$ cat config.mk
export PLATFORM = sky130hd
export DESIGN_NAME = pmsm_top
export DESIGN_NICKNAME = d
export VERILOG_FILES = /design/src/logic/pmsm_pkg.sv /design/src/logic/pmsm_sync.sv /design/src/logic/pmsm_top.sv
export SDC_FILE = /design/constraint.sdc
export NUM_CORES = 1
export LEC_CHECK = 0
export ABC_CLOCK_PERIOD_IN_PS = 2050
export BUFFER_PORTS_ARGS = -buffer_cell sky130_fd_sc_hd__buf_4
export CAP_MARGIN = 20
export CORE_ASPECT_RATIO = 0.6
export CORE_MARGIN = 2
export CORE_UTILIZATION = 45
export DETAILED_ROUTE_END_ITERATION = 12
export PLACE_DENSITY = 0.76
export SETUP_SLACK_MARGIN = 0.15
export SLEW_MARGIN = 20
export SYNTH_ARGS = -nofsm -noshare
export SYNTH_HDL_FRONTEND = slang
export SYNTH_SLANG_ARGS = --single-unit
$ cat constraint.sdc
create_clock -name clk -period 2.05 [get_ports clk]
set_clock_uncertainty 0.2 [all_clocks]
set_input_delay 0.41 -clock clk [delete_from_list [all_inputs] [get_ports clk]]
set_output_delay 0.41 -clock clk [all_outputs]
set_load 0.01 [all_outputs]
$ cat src/logic/pmsm_pkg.sv
// Constants, types and helpers shared by the power mode supply manager.
//------------------------------------------------------------------------------
// Summary of operation
// - Hold the device in static reset while the low-voltage detector reports low supply.
// - Drive the shared reset pin low while a low-voltage reset is active.
// - Single-supply: PLL at USB rate, USB interface on, core clock up to 8 MHz.
// - Single-supply: switch control unused, pin works as ordinary I/O.
// - Stand-alone: PLL off, USB off, core limited to 6 MHz, coprocessor at 6 MHz.
// - Stand-alone: supply switch control pin floats.
// - USB mode: PLL at USB rate, USB on, core up to 8 MHz, coprocessor 24 MHz.
// - USB mode: supply switch control pin driven low.
// - Plug interrupt when enabled and USB supply rises past upper threshold.
// - Reset into USB mode forces I/O to input and drives switch pin low.
// - In USB mode a fall to the lower threshold raises the plug-change interrupt when enabled.
// - Reset into stand-alone stops PLL and divides the crystal for the clock.
// - Reset into stand-alone floats I/O during reset only, and the switch pin during and after.
// - Media regulator output chosen among four voltages by a two-bit field.
// - Voltage select: 00 3.5V, 01 3.4V, 10 3.3V, 11 2.8V.
// - Plug flag follows the cable; with the interrupt enabled each edge requests an interrupt that wakes halt.
// - In USB mode the reset delay counts 256 cycles from PLL lock.
//------------------------------------------------------------------------------
package pmsm_pkg;

   //---------------------------------------------------------------------------
   // Register map
   //---------------------------------------------------------------------------
   localparam logic [7:0] OFS_POWER_CTRL = 8'h00;
   localparam logic [7:0] OFS_SEQ_CTRL   = 8'h01;
   localparam logic [7:0] OFS_SEQ_STATUS = 8'h02;

   localparam int BIT_THR_PLUS   = 7;
   localparam int BIT_THR_MINUS  = 6;
   localparam int BIT_PLUG       = 5;
   localparam int BIT_PLUG_IE    = 4;
   localparam int BIT_VSEL_LO    = 2;
   localparam int BIT_DET_OFF    = 1;
   localparam int BIT_REG_ON     = 0;
   localparam int BIT_SW_RESET   = 0;
   localparam int BIT_ST_USB     = 0;
   localparam int BIT_ST_DUAL    = 1;
   localparam int BIT_ST_LOCK    = 2;

   localparam logic [7:0] POWER_CTRL_RESET = 8'h00;
   localparam logic [1:0] VSEL_RESET       = 2'h0;

   //---------------------------------------------------------------------------
   // Reset delays and clock figures
   //---------------------------------------------------------------------------
   localparam logic [9:0] DELAY_STANDALONE = 10'h200;
   localparam logic [9:0] DELAY_USB        = 10'h100;

   localparam logic [5:0] PLL_USB_MHZ       = 6'h30;
   localparam logic [5:0] CPU_MAX_ALONE_MHZ = 6'h06;
   localparam logic [5:0] CPU_MAX_USB_MHZ   = 6'h08;
   localparam logic [5:0] XFER_ALONE_MHZ    = 6'h06;
   localparam logic [5:0] XFER_USB_MHZ      = 6'h18;

   localparam logic [11:0] MV_3V5 = 12'hdac;
   localparam logic [11:0] MV_3V4 = 12'hd48;
   localparam logic [11:0] MV_3V3 = 12'hce4;
   localparam logic [11:0] MV_2V8 = 12'haf0;

   typedef enum logic [1:0] {
      PMSM_ST_RESET     = 2'b00,
      PMSM_ST_WAIT_LOCK = 2'b01,
      PMSM_ST_DELAY     = 2'b10,
      PMSM_ST_RUN       = 2'b11
   } pmsm_state_t;

   function automatic logic [11:0] pmsm_vsel_mv(input logic [1:0] sel);
      logic [11:0] mv;
      unique case (sel)
         2'b00: mv = MV_3V5;
         2'b01: mv = MV_3V4;
         2'b10: mv = MV_3V3;
         2'b11: mv = MV_2V8;
      endcase
      return mv;
   endfunction

endpackage

$ cat src/logic/pmsm_sync.sv
// Two-stage synchroniser for a group of asynchronous levels.
`timescale 1ns/1ps
module pmsm_sync #(
   parameter int W = 1
) (
   input  wire logic         clk,
   input  wire logic         rstn,
   input  wire logic [W-1:0] d,
   output logic      [W-1:0] q
);

   logic [W-1:0] meta_ff;
   logic [W-1:0] q_ff;

   // The first stage feeds only the second stage.
   always_ff @(posedge clk or negedge rstn) begin
      if (!rstn) begin
         meta_ff <= '0;
         q_ff    <= '0;
      end else begin
         meta_ff <= d;
         q_ff    <= meta_ff;
      end
   end

   assign q = q_ff;

endmodule

$ cat src/logic/pmsm_top.sv
// Power mode supply manager: reset sequencing, supply mode and plug detection.
`timescale 1ns/1ps
module pmsm_top
   import pmsm_pkg::*;
(
   input  wire logic        clk,
   input  wire logic        rstn,
   input  wire logic [7:0]  reg_addr,
   input  wire logic [7:0]  reg_wdata,
   input  wire logic        reg_wr,
   input  wire logic        reg_rd,
   output logic      [7:0]  reg_rdata,
   input  wire logic        lvd_supply_low,
   input  wire logic        usb_above_upper,
   input  wire logic        usb_above_lower,
   input  wire logic        pll_lock,
   input  wire logic        opt_switch_func,
   input  wire logic        rst_pin_i,
   output logic             rst_pin_o,
   output logic             rst_pin_oe,
   output logic             core_rst_n,
   output logic             io_force_input,
   output logic             pll_en,
   output logic             clk_src_pll,
   output logic             usb_if_en,
   output logic [5:0]       pll_rate_mhz,
   output logic [5:0]       cpu_clk_limit_mhz,
   output logic [5:0]       xfer_clk_mhz,
   input  wire logic        gpio_pin_o,
   input  wire logic        gpio_pin_oe,
   output logic             supply_switch_ctrl_n_o,
   output logic             supply_switch_ctrl_n_oe,
   output logic             plug_irq,
   output logic             plug_wake,
   output logic             media_regulator_on,
   output logic [1:0]       regulator_voltage_select,
   output logic [11:0]      regulator_mv
);

   //---------------------------------------------------------------------------
   // Input synchronisers
   //---------------------------------------------------------------------------
   logic [5:0] sync_q;
   logic       lvd_low_s;
   logic       upper_s;
   logic       lower_s;
   logic       lock_s;
   logic       opt_dual_s;
   logic       ext_rst_n_s;
   logic [1:0] oe_hist_ff;

   pmsm_sync #(.W(6)) u_sync (
      .clk  (clk),
      .rstn (rstn),
      .d    ({rst_pin_i, opt_switch_func, pll_lock, usb_above_lower, usb_above_upper, lvd_supply_low}),
      .q    (sync_q)
   );

   assign lvd_low_s   = sync_q[0];
   assign upper_s     = sync_q[1];
   assign lower_s     = sync_q[2];
   assign lock_s      = sync_q[3];
   assign opt_dual_s  = sync_q[4];
   // A pin still low from our own drive is not taken as an external reset.
   // The synchroniser shows that low for two cycles after we let go of the pin.
   // The mask therefore trails the drive by two cycles, or every release would restart the sequence.
   assign ext_rst_n_s = sync_q[5] | rst_pin_oe | (|oe_hist_ff);

   always_ff @(posedge clk or negedge rstn) begin
      if (!rstn) begin
         oe_hist_ff <= 2'h3;
      end else begin
         oe_hist_ff <= {oe_hist_ff[0], rst_pin_oe};
      end
   end

   //---------------------------------------------------------------------------
   // Registers
   //---------------------------------------------------------------------------
   pmsm_state_t state_ff;
   pmsm_state_t nxt_state;
   logic [9:0]  cnt_ff;
   logic [9:0]  nxt_cnt;
   logic        mode_usb_ff;
   logic        nxt_mode_usb;
   logic        core_rst_n_ff;
   logic        plug_ff;
   logic        nxt_plug;
   logic        plug_irq_ff;
   logic        plug_ie_ff;
   logic [1:0]  vsel_ff;
   logic        det_off_ff;
   logic        reg_on_ff;
   logic [7:0]  rdata_ff;
   logic [7:0]  nxt_rdata;

   //---------------------------------------------------------------------------
   // Register decode
   //---------------------------------------------------------------------------
   wire wr_power = reg_wr && (reg_addr == OFS_POWER_CTRL);
   wire wr_seq   = reg_wr && (reg_addr == OFS_SEQ_CTRL);
   wire sw_reset = wr_seq && reg_wdata[BIT_SW_RESET];
   wire in_reset = (state_ff == PMSM_ST_RESET);

   // Disabling the detector forces the threshold flags and the plug flag high.
   wire thr_plus  = det_off_ff | upper_s;
   wire thr_minus = det_off_ff | lower_s;

   wire [7:0] power_rd = {thr_plus, thr_minus, plug_ff, plug_ie_ff, vsel_ff, det_off_ff, reg_on_ff};
   wire [7:0] status_rd = {5'h00, lock_s, opt_dual_s, mode_usb_ff};

   assign nxt_rdata = !reg_rd                        ? 8'h00     :
                      (reg_addr == OFS_POWER_CTRL)   ? power_rd  :
                      (reg_addr == OFS_SEQ_STATUS)   ? status_rd :
                                                       8'h00;

   //---------------------------------------------------------------------------
   // Plug detection with hysteresis
   //---------------------------------------------------------------------------
   // Set on the upper threshold, clear only below the lower one.
   assign nxt_plug = det_off_ff ? 1'b1 :
                     upper_s    ? 1'b1 :
                     !lower_s   ? 1'b0 :
                                  plug_ff;

   //---------------------------------------------------------------------------
   // Reset sequencer
   //---------------------------------------------------------------------------
   wire abort = lvd_low_s | !ext_rst_n_s | sw_reset;

   // Without the switch option the part is single-supply and always runs the USB clocking.
   assign nxt_mode_usb = in_reset ? (!opt_dual_s | nxt_plug) : mode_usb_ff;

   always_comb begin
      nxt_state = state_ff;
      nxt_cnt   = cnt_ff;
      if (abort) begin
         nxt_state = PMSM_ST_RESET;
         nxt_cnt   = DELAY_STANDALONE;
      end else begin
         unique case (state_ff)
            PMSM_ST_RESET: begin
               if (nxt_mode_usb) begin
                  nxt_state = PMSM_ST_WAIT_LOCK;
               end else begin
                  nxt_state = PMSM_ST_DELAY;
                  nxt_cnt   = DELAY_STANDALONE;
               end
            end
            PMSM_ST_WAIT_LOCK: begin
               if (lock_s) begin
                  nxt_state = PMSM_ST_DELAY;
                  nxt_cnt   = DELAY_USB;
               end
            end
            PMSM_ST_DELAY: begin
               if (cnt_ff == 10'h001) begin
                  nxt_state = PMSM_ST_RUN;
               end
               nxt_cnt = cnt_ff - 10'h001;
            end
            PMSM_ST_RUN: begin
               nxt_state = PMSM_ST_RUN;
            end
         endcase
      end
   end

   always_ff @(posedge clk or negedge rstn) begin
      if (!rstn) begin
         state_ff      <= PMSM_ST_RESET;
         cnt_ff        <= DELAY_STANDALONE;
         mode_usb_ff   <= 1'b0;
         core_rst_n_ff <= 1'b0;
      end else begin
         state_ff      <= nxt_state;
         cnt_ff        <= nxt_cnt;
         mode_usb_ff   <= nxt_mode_usb;
         core_rst_n_ff <= (nxt_state == PMSM_ST_RUN);
      end
   end

   //---------------------------------------------------------------------------
   // Power control register and plug flag
   //---------------------------------------------------------------------------
   // The plug flag survives software resets so the next mode can be sampled.
   always_ff @(posedge clk or negedge rstn) begin
      if (!rstn) begin
         plug_ff     <= 1'b0;
         plug_irq_ff <= 1'b0;
         rdata_ff    <= 8'h00;
      end else begin
         plug_ff     <= nxt_plug;
         plug_irq_ff <= plug_ie_ff && (nxt_plug != plug_ff);
         rdata_ff    <= nxt_rdata;
      end
   end

   // Software fields return to their reset values while the sequencer is in PMSM_ST_RESET.
   always_ff @(posedge clk or negedge rstn) begin
      if (!rstn) begin
         plug_ie_ff <= POWER_CTRL_RESET[BIT_PLUG_IE];
         vsel_ff    <= VSEL_RESET;
         det_off_ff <= POWER_CTRL_RESET[BIT_DET_OFF];
         reg_on_ff  <= POWER_CTRL_RESET[BIT_REG_ON];
      end else if (in_reset) begin
         plug_ie_ff <= POWER_CTRL_RESET[BIT_PLUG_IE];
         vsel_ff    <= VSEL_RESET;
         det_off_ff <= POWER_CTRL_RESET[BIT_DET_OFF];
         reg_on_ff  <= POWER_CTRL_RESET[BIT_REG_ON];
      end else if (wr_power) begin
         plug_ie_ff <= reg_wdata[BIT_PLUG_IE];
         vsel_ff    <= reg_wdata[BIT_VSEL_LO +: 2];
         det_off_ff <= reg_wdata[BIT_DET_OFF];
         reg_on_ff  <= reg_wdata[BIT_REG_ON];
      end
   end

   //---------------------------------------------------------------------------
   // Outputs
   //---------------------------------------------------------------------------
   assign reg_rdata      = rdata_ff;
   assign core_rst_n     = core_rst_n_ff;
   assign io_force_input = !core_rst_n_ff;
   assign rst_pin_o      = 1'b0;
   assign rst_pin_oe     = !core_rst_n_ff;

   // The PLL follows the latched mode, so it is already starting while USB reset waits for lock.
   assign pll_en            = mode_usb_ff;
   assign clk_src_pll       = mode_usb_ff;
   assign usb_if_en         = mode_usb_ff;
   assign pll_rate_mhz      = mode_usb_ff ? PLL_USB_MHZ : 6'h00;
   assign cpu_clk_limit_mhz = mode_usb_ff ? CPU_MAX_USB_MHZ : CPU_MAX_ALONE_MHZ;
   assign xfer_clk_mhz      = mode_usb_ff ? XFER_USB_MHZ : XFER_ALONE_MHZ;

   // Single-supply parts hand the pin to the port logic; dual-supply parts own it.
   assign supply_switch_ctrl_n_o  = opt_dual_s ? 1'b0 : gpio_pin_o;
   assign supply_switch_ctrl_n_oe = opt_dual_s ? mode_usb_ff : gpio_pin_oe;

   assign plug_irq  = plug_irq_ff;
   assign plug_wake = plug_irq_ff;

   assign media_regulator_on       = reg_on_ff;
   assign regulator_voltage_select = vsel_ff;
   assign regulator_mv             = pmsm_vsel_mv(vsel_ff);
endmodule

==> impl_metrics.yaml <==
global_routing:
  grt_pass1_wl_microns: 8510
  grt_start_max_net_pins: 44
  grt_usage_pct: 20.1
  grt-ovfl-total: 0
  grt_antenna_before_repair: 0
  grt_pass1_vias: 1741
layout:
  syn_to_final_growth_pct: 32.3
  fin_area_sq_um: 2940
  layout_commonest_cell: "buf_4"
  drive_gt1_share_pct: 42.6
  antennaDiodeCount: 0
  n_fill_cell: 384
  final_cell_mix: "77 x buf_4, 37 x dfrtp_1, 14 x inv_1, 14 x nor2_1, 13 x conb_1"
  nNetsFinal: 316
  post-route-util_pct: 63.0
place:
  numPortBuffers: 63
  hpwl_microns: 3650
  dpl-instance-area_sq_um: 2680
  gp_congestion: 0.853
  dp_slack_ns: -0.114
synthesis:
  synth_cell_types: 46
  seq_area_frac_synth_pct: 48.6
  ys_ff_latch: 43
  synthFlopType: "dfrtp_1"
  synth-edff-count: 0
  netlist_area_sq_um: 2220
  async_flop_share_pct: 100
  syn_avg_cell_area_sq_um: 10.3
  synthCells: 216
  synth-warning-count: 0
flow_run:
  maxCapViolCount: 0
power_and_ir_drop:
  p_leak_nw: 1.37
  power_density_nw_per_um2: 831
  ir_worst_vdd_mv: 0.651
sta:
  layout_setup_ws_ns: 0.173
  fmax_mhz: 533
  setup_violations: 0
  grt_setup_unrepaired: "yes"
  finalSetupTns_ns: 0
  worst_pin_slew_ns: 0.538
  slew_violations: 0
  relSlewSlack_pct: 64.1
  hold_ws_ns: 0.0155
  fin_crit_ns: 1.88
  finalHoldViolCount: 0
  fin_crit_sh_pct: 91.6
floorplanning:
  ios: 80
  start_util_pct: 47.6
  die_y_microns: 58.4
  die_x_microns: 94.7
  design.core.area_sq_um: 4660
  rows: 19
  dieArea_sq_um: 5530
critical_path:
  r2r-end: "core_rst_n$_DFF_PN0_"
  worst_setup_path_start_kind: "flop"
  critPathKind: "reg2reg"
  cp.required_ns: 2.07
  ff2ff_path_depth: 6
  cp.arrival_ns: 1.90
  reg2reg_slack_ns: 0.17
  cp-end-kind: "flop"
  r2r-start: "state_ff[1]$_DFF_PN0_"
  path_max_fanout: 6
min_path:
  hold_start: "lvd_supply_low"
  min_to: "u_sync.meta_ff[0]$_DFF_PN0_"
  whs_path_depth: 1
  min_path_type: "in2reg"
detailed_routing:
  vias: 1814
  wl_microns: 5340
  remaining_drc_errors: 0
  ant_nets: 0
  drtIter0Drc: 85
  wire_per_inst_microns: 15.5
  vias_per_cell: 5.26
  drt_first_pass_iters: 5
clocking:
  cts_tree: "done"
  cts_root_buf: "clkbuf_8"
  cts.clk_slew.worst_paths_ns: 0.09
  cts_made_buffers: 5
  clock_path_buffers: 2
  clock_sinks: 43
  clk_latency_ns: 0.30
  cts_htree_levels: 2
outcome:
  outcome: "finished clean"
kinds of logic (layout without fill, tap and decap cells):
group | count (synthesis) | after routing | share of synthesized area, %
compound gates | 38 | 38 | 12.0
xor+xnor | 1 | 1 | 0.395
fa+ha+maj | 7 | 7 | 3.95
buf+inv | 49 | 103 | 13.5
flops | 43 | 43 | 48.6
mux | 9 | 9 | 4.12
other cells | 2 | 13 | 0.338
simple gates | 67 | 68 | 17.1
registers in the layout, indices dropped and copies added (netlist names), 2 cells and up:
signal	count
state_ff	2
regulator_voltage_select	2
u_sync.q	6
oe_hist_ff	2
cnt_ff	10
reg_rdata	8
u_sync.meta_ff	6
worst max-delay path by stage:
| stage | startpoint | end | slack, ns | depth (start not counted) |
|---|---|---|---|---|
| floorplan | reg_addr[5] | state_ff[1]$_DFF_PN0_ | 0.04 | 4 |
| global placement | reg_addr[5] | cnt_ff[4]$_DFFE_PN0P_ | -0.1 | 6 |
| detailed placement | reg_addr[5] | cnt_ff[6]$_DFFE_PN0P_ | -0.11 | 6 |
| CTS | state_ff[0]$_DFF_PN0_ | cnt_ff[7]$_DFFE_PN0P_ | 0.16 | 6 |
| global route | state_ff[1]$_DFF_PN0_ | core_rst_n$_DFF_PN0_ | 0.1 | 6 |
| finish | state_ff[1]$_DFF_PN0_ | core_rst_n$_DFF_PN0_ | 0.17 | 6 |
what timing repair did:
| item | in CTS | in global routing |
|---|---|---|
| hold buffers | 1 | 0 |
| pin swaps | 1 | 3 |
| setup buffers | 2 | 3 |
| endpoints found under the hold margin | 40 | 0 |
| setup endpoints to repair | 11 | 12 |
| gates cloned | 1 | 0 |
| gates resized for setup | 7 | 15 |
worst max-delay path, cell delays in order (launching register included):
cell,delay [ns]
dfrtp_1,0.41
inv_1,0.12
ha_1,0.21
nor2b_4,0.30
o21ai_0,0.12
a31o_2,0.26
nor3b_2,0.17
power breakdown:
part / total [mW] / switching, mW / internal (mW)
Clock: 0.666 / 0.303 / 0.363
Combinational: 0.803 / 0.416 / 0.387
Sequential: 0.971 / 0.0701 / 0.901
Total: 2.44 / 0.790 / 1.65
layer usage:
layer  part of all wire, %  up-vias  track usage [%]  wire (microns)
met1                    48      869             30.5            2540
met2                    44       91             29.0            2330
li1                      -      846                -               -
met5                     0        -                0               0
met3                   7.9        8             5.25             422
met4                  0.86        0             4.35              46
cell type report:
| class | instances | area (sq um) | share of cell area, % |
|---|---|---|---|
| Multi-Input combinational cell | 136 | 986 | 33.6 |
| Tap cell | 63 | 78.8 | 2.68 |
| Inverter | 15 | 56.3 | 1.92 |
| Clock buffer | 5 | 68.8 | 2.34 |
| Clock inverter | 3 | 43.8 | 1.49 |
| Timing Repair Buffer | 80 | 619 | 21.1 |
| Sequential cell | 43 | 1080 | 36.9 |
synthesized netlist by cell type, drive strengths merged, types with 3 or more instances:
| cell | instances | area [sq um] |
|---|---|---|
| or4 | 4 | 33.8 |
| dfrtp | 40 | 1000 |
| inv | 15 | 56.3 |
| dfstp | 3 | 78.8 |
| nor3 | 5 | 25.0 |
| nor4 | 5 | 46.3 |
| buf | 30 | 229 |
| ha | 7 | 87.6 |
| nor2 | 16 | 60.1 |
| clkbuf | 4 | 15.0 |
| and2 | 3 | 18.8 |
| nand2 | 12 | 45.0 |
| mux2i | 8 | 80.1 |
| a21oi | 5 | 25.0 |
| a31oi | 5 | 31.3 |
| a311oi | 4 | 35.0 |
| nand3 | 7 | 35.0 |
| o21ai | 10 | 61.3 |
| a41oi | 3 | 26.3 |
| nand3b | 3 | 22.5 |
| nor2b | 3 | 18.8 |
through the flow:
stage,power (mW),cells
CTS,2.36,342
finish,2.44,345
global route,2.55,345
detailed placement,1.66,330
floorplan,1.45,227
global placement,1.64,330
No activity file was read; power rests on OpenSTA's default activity.
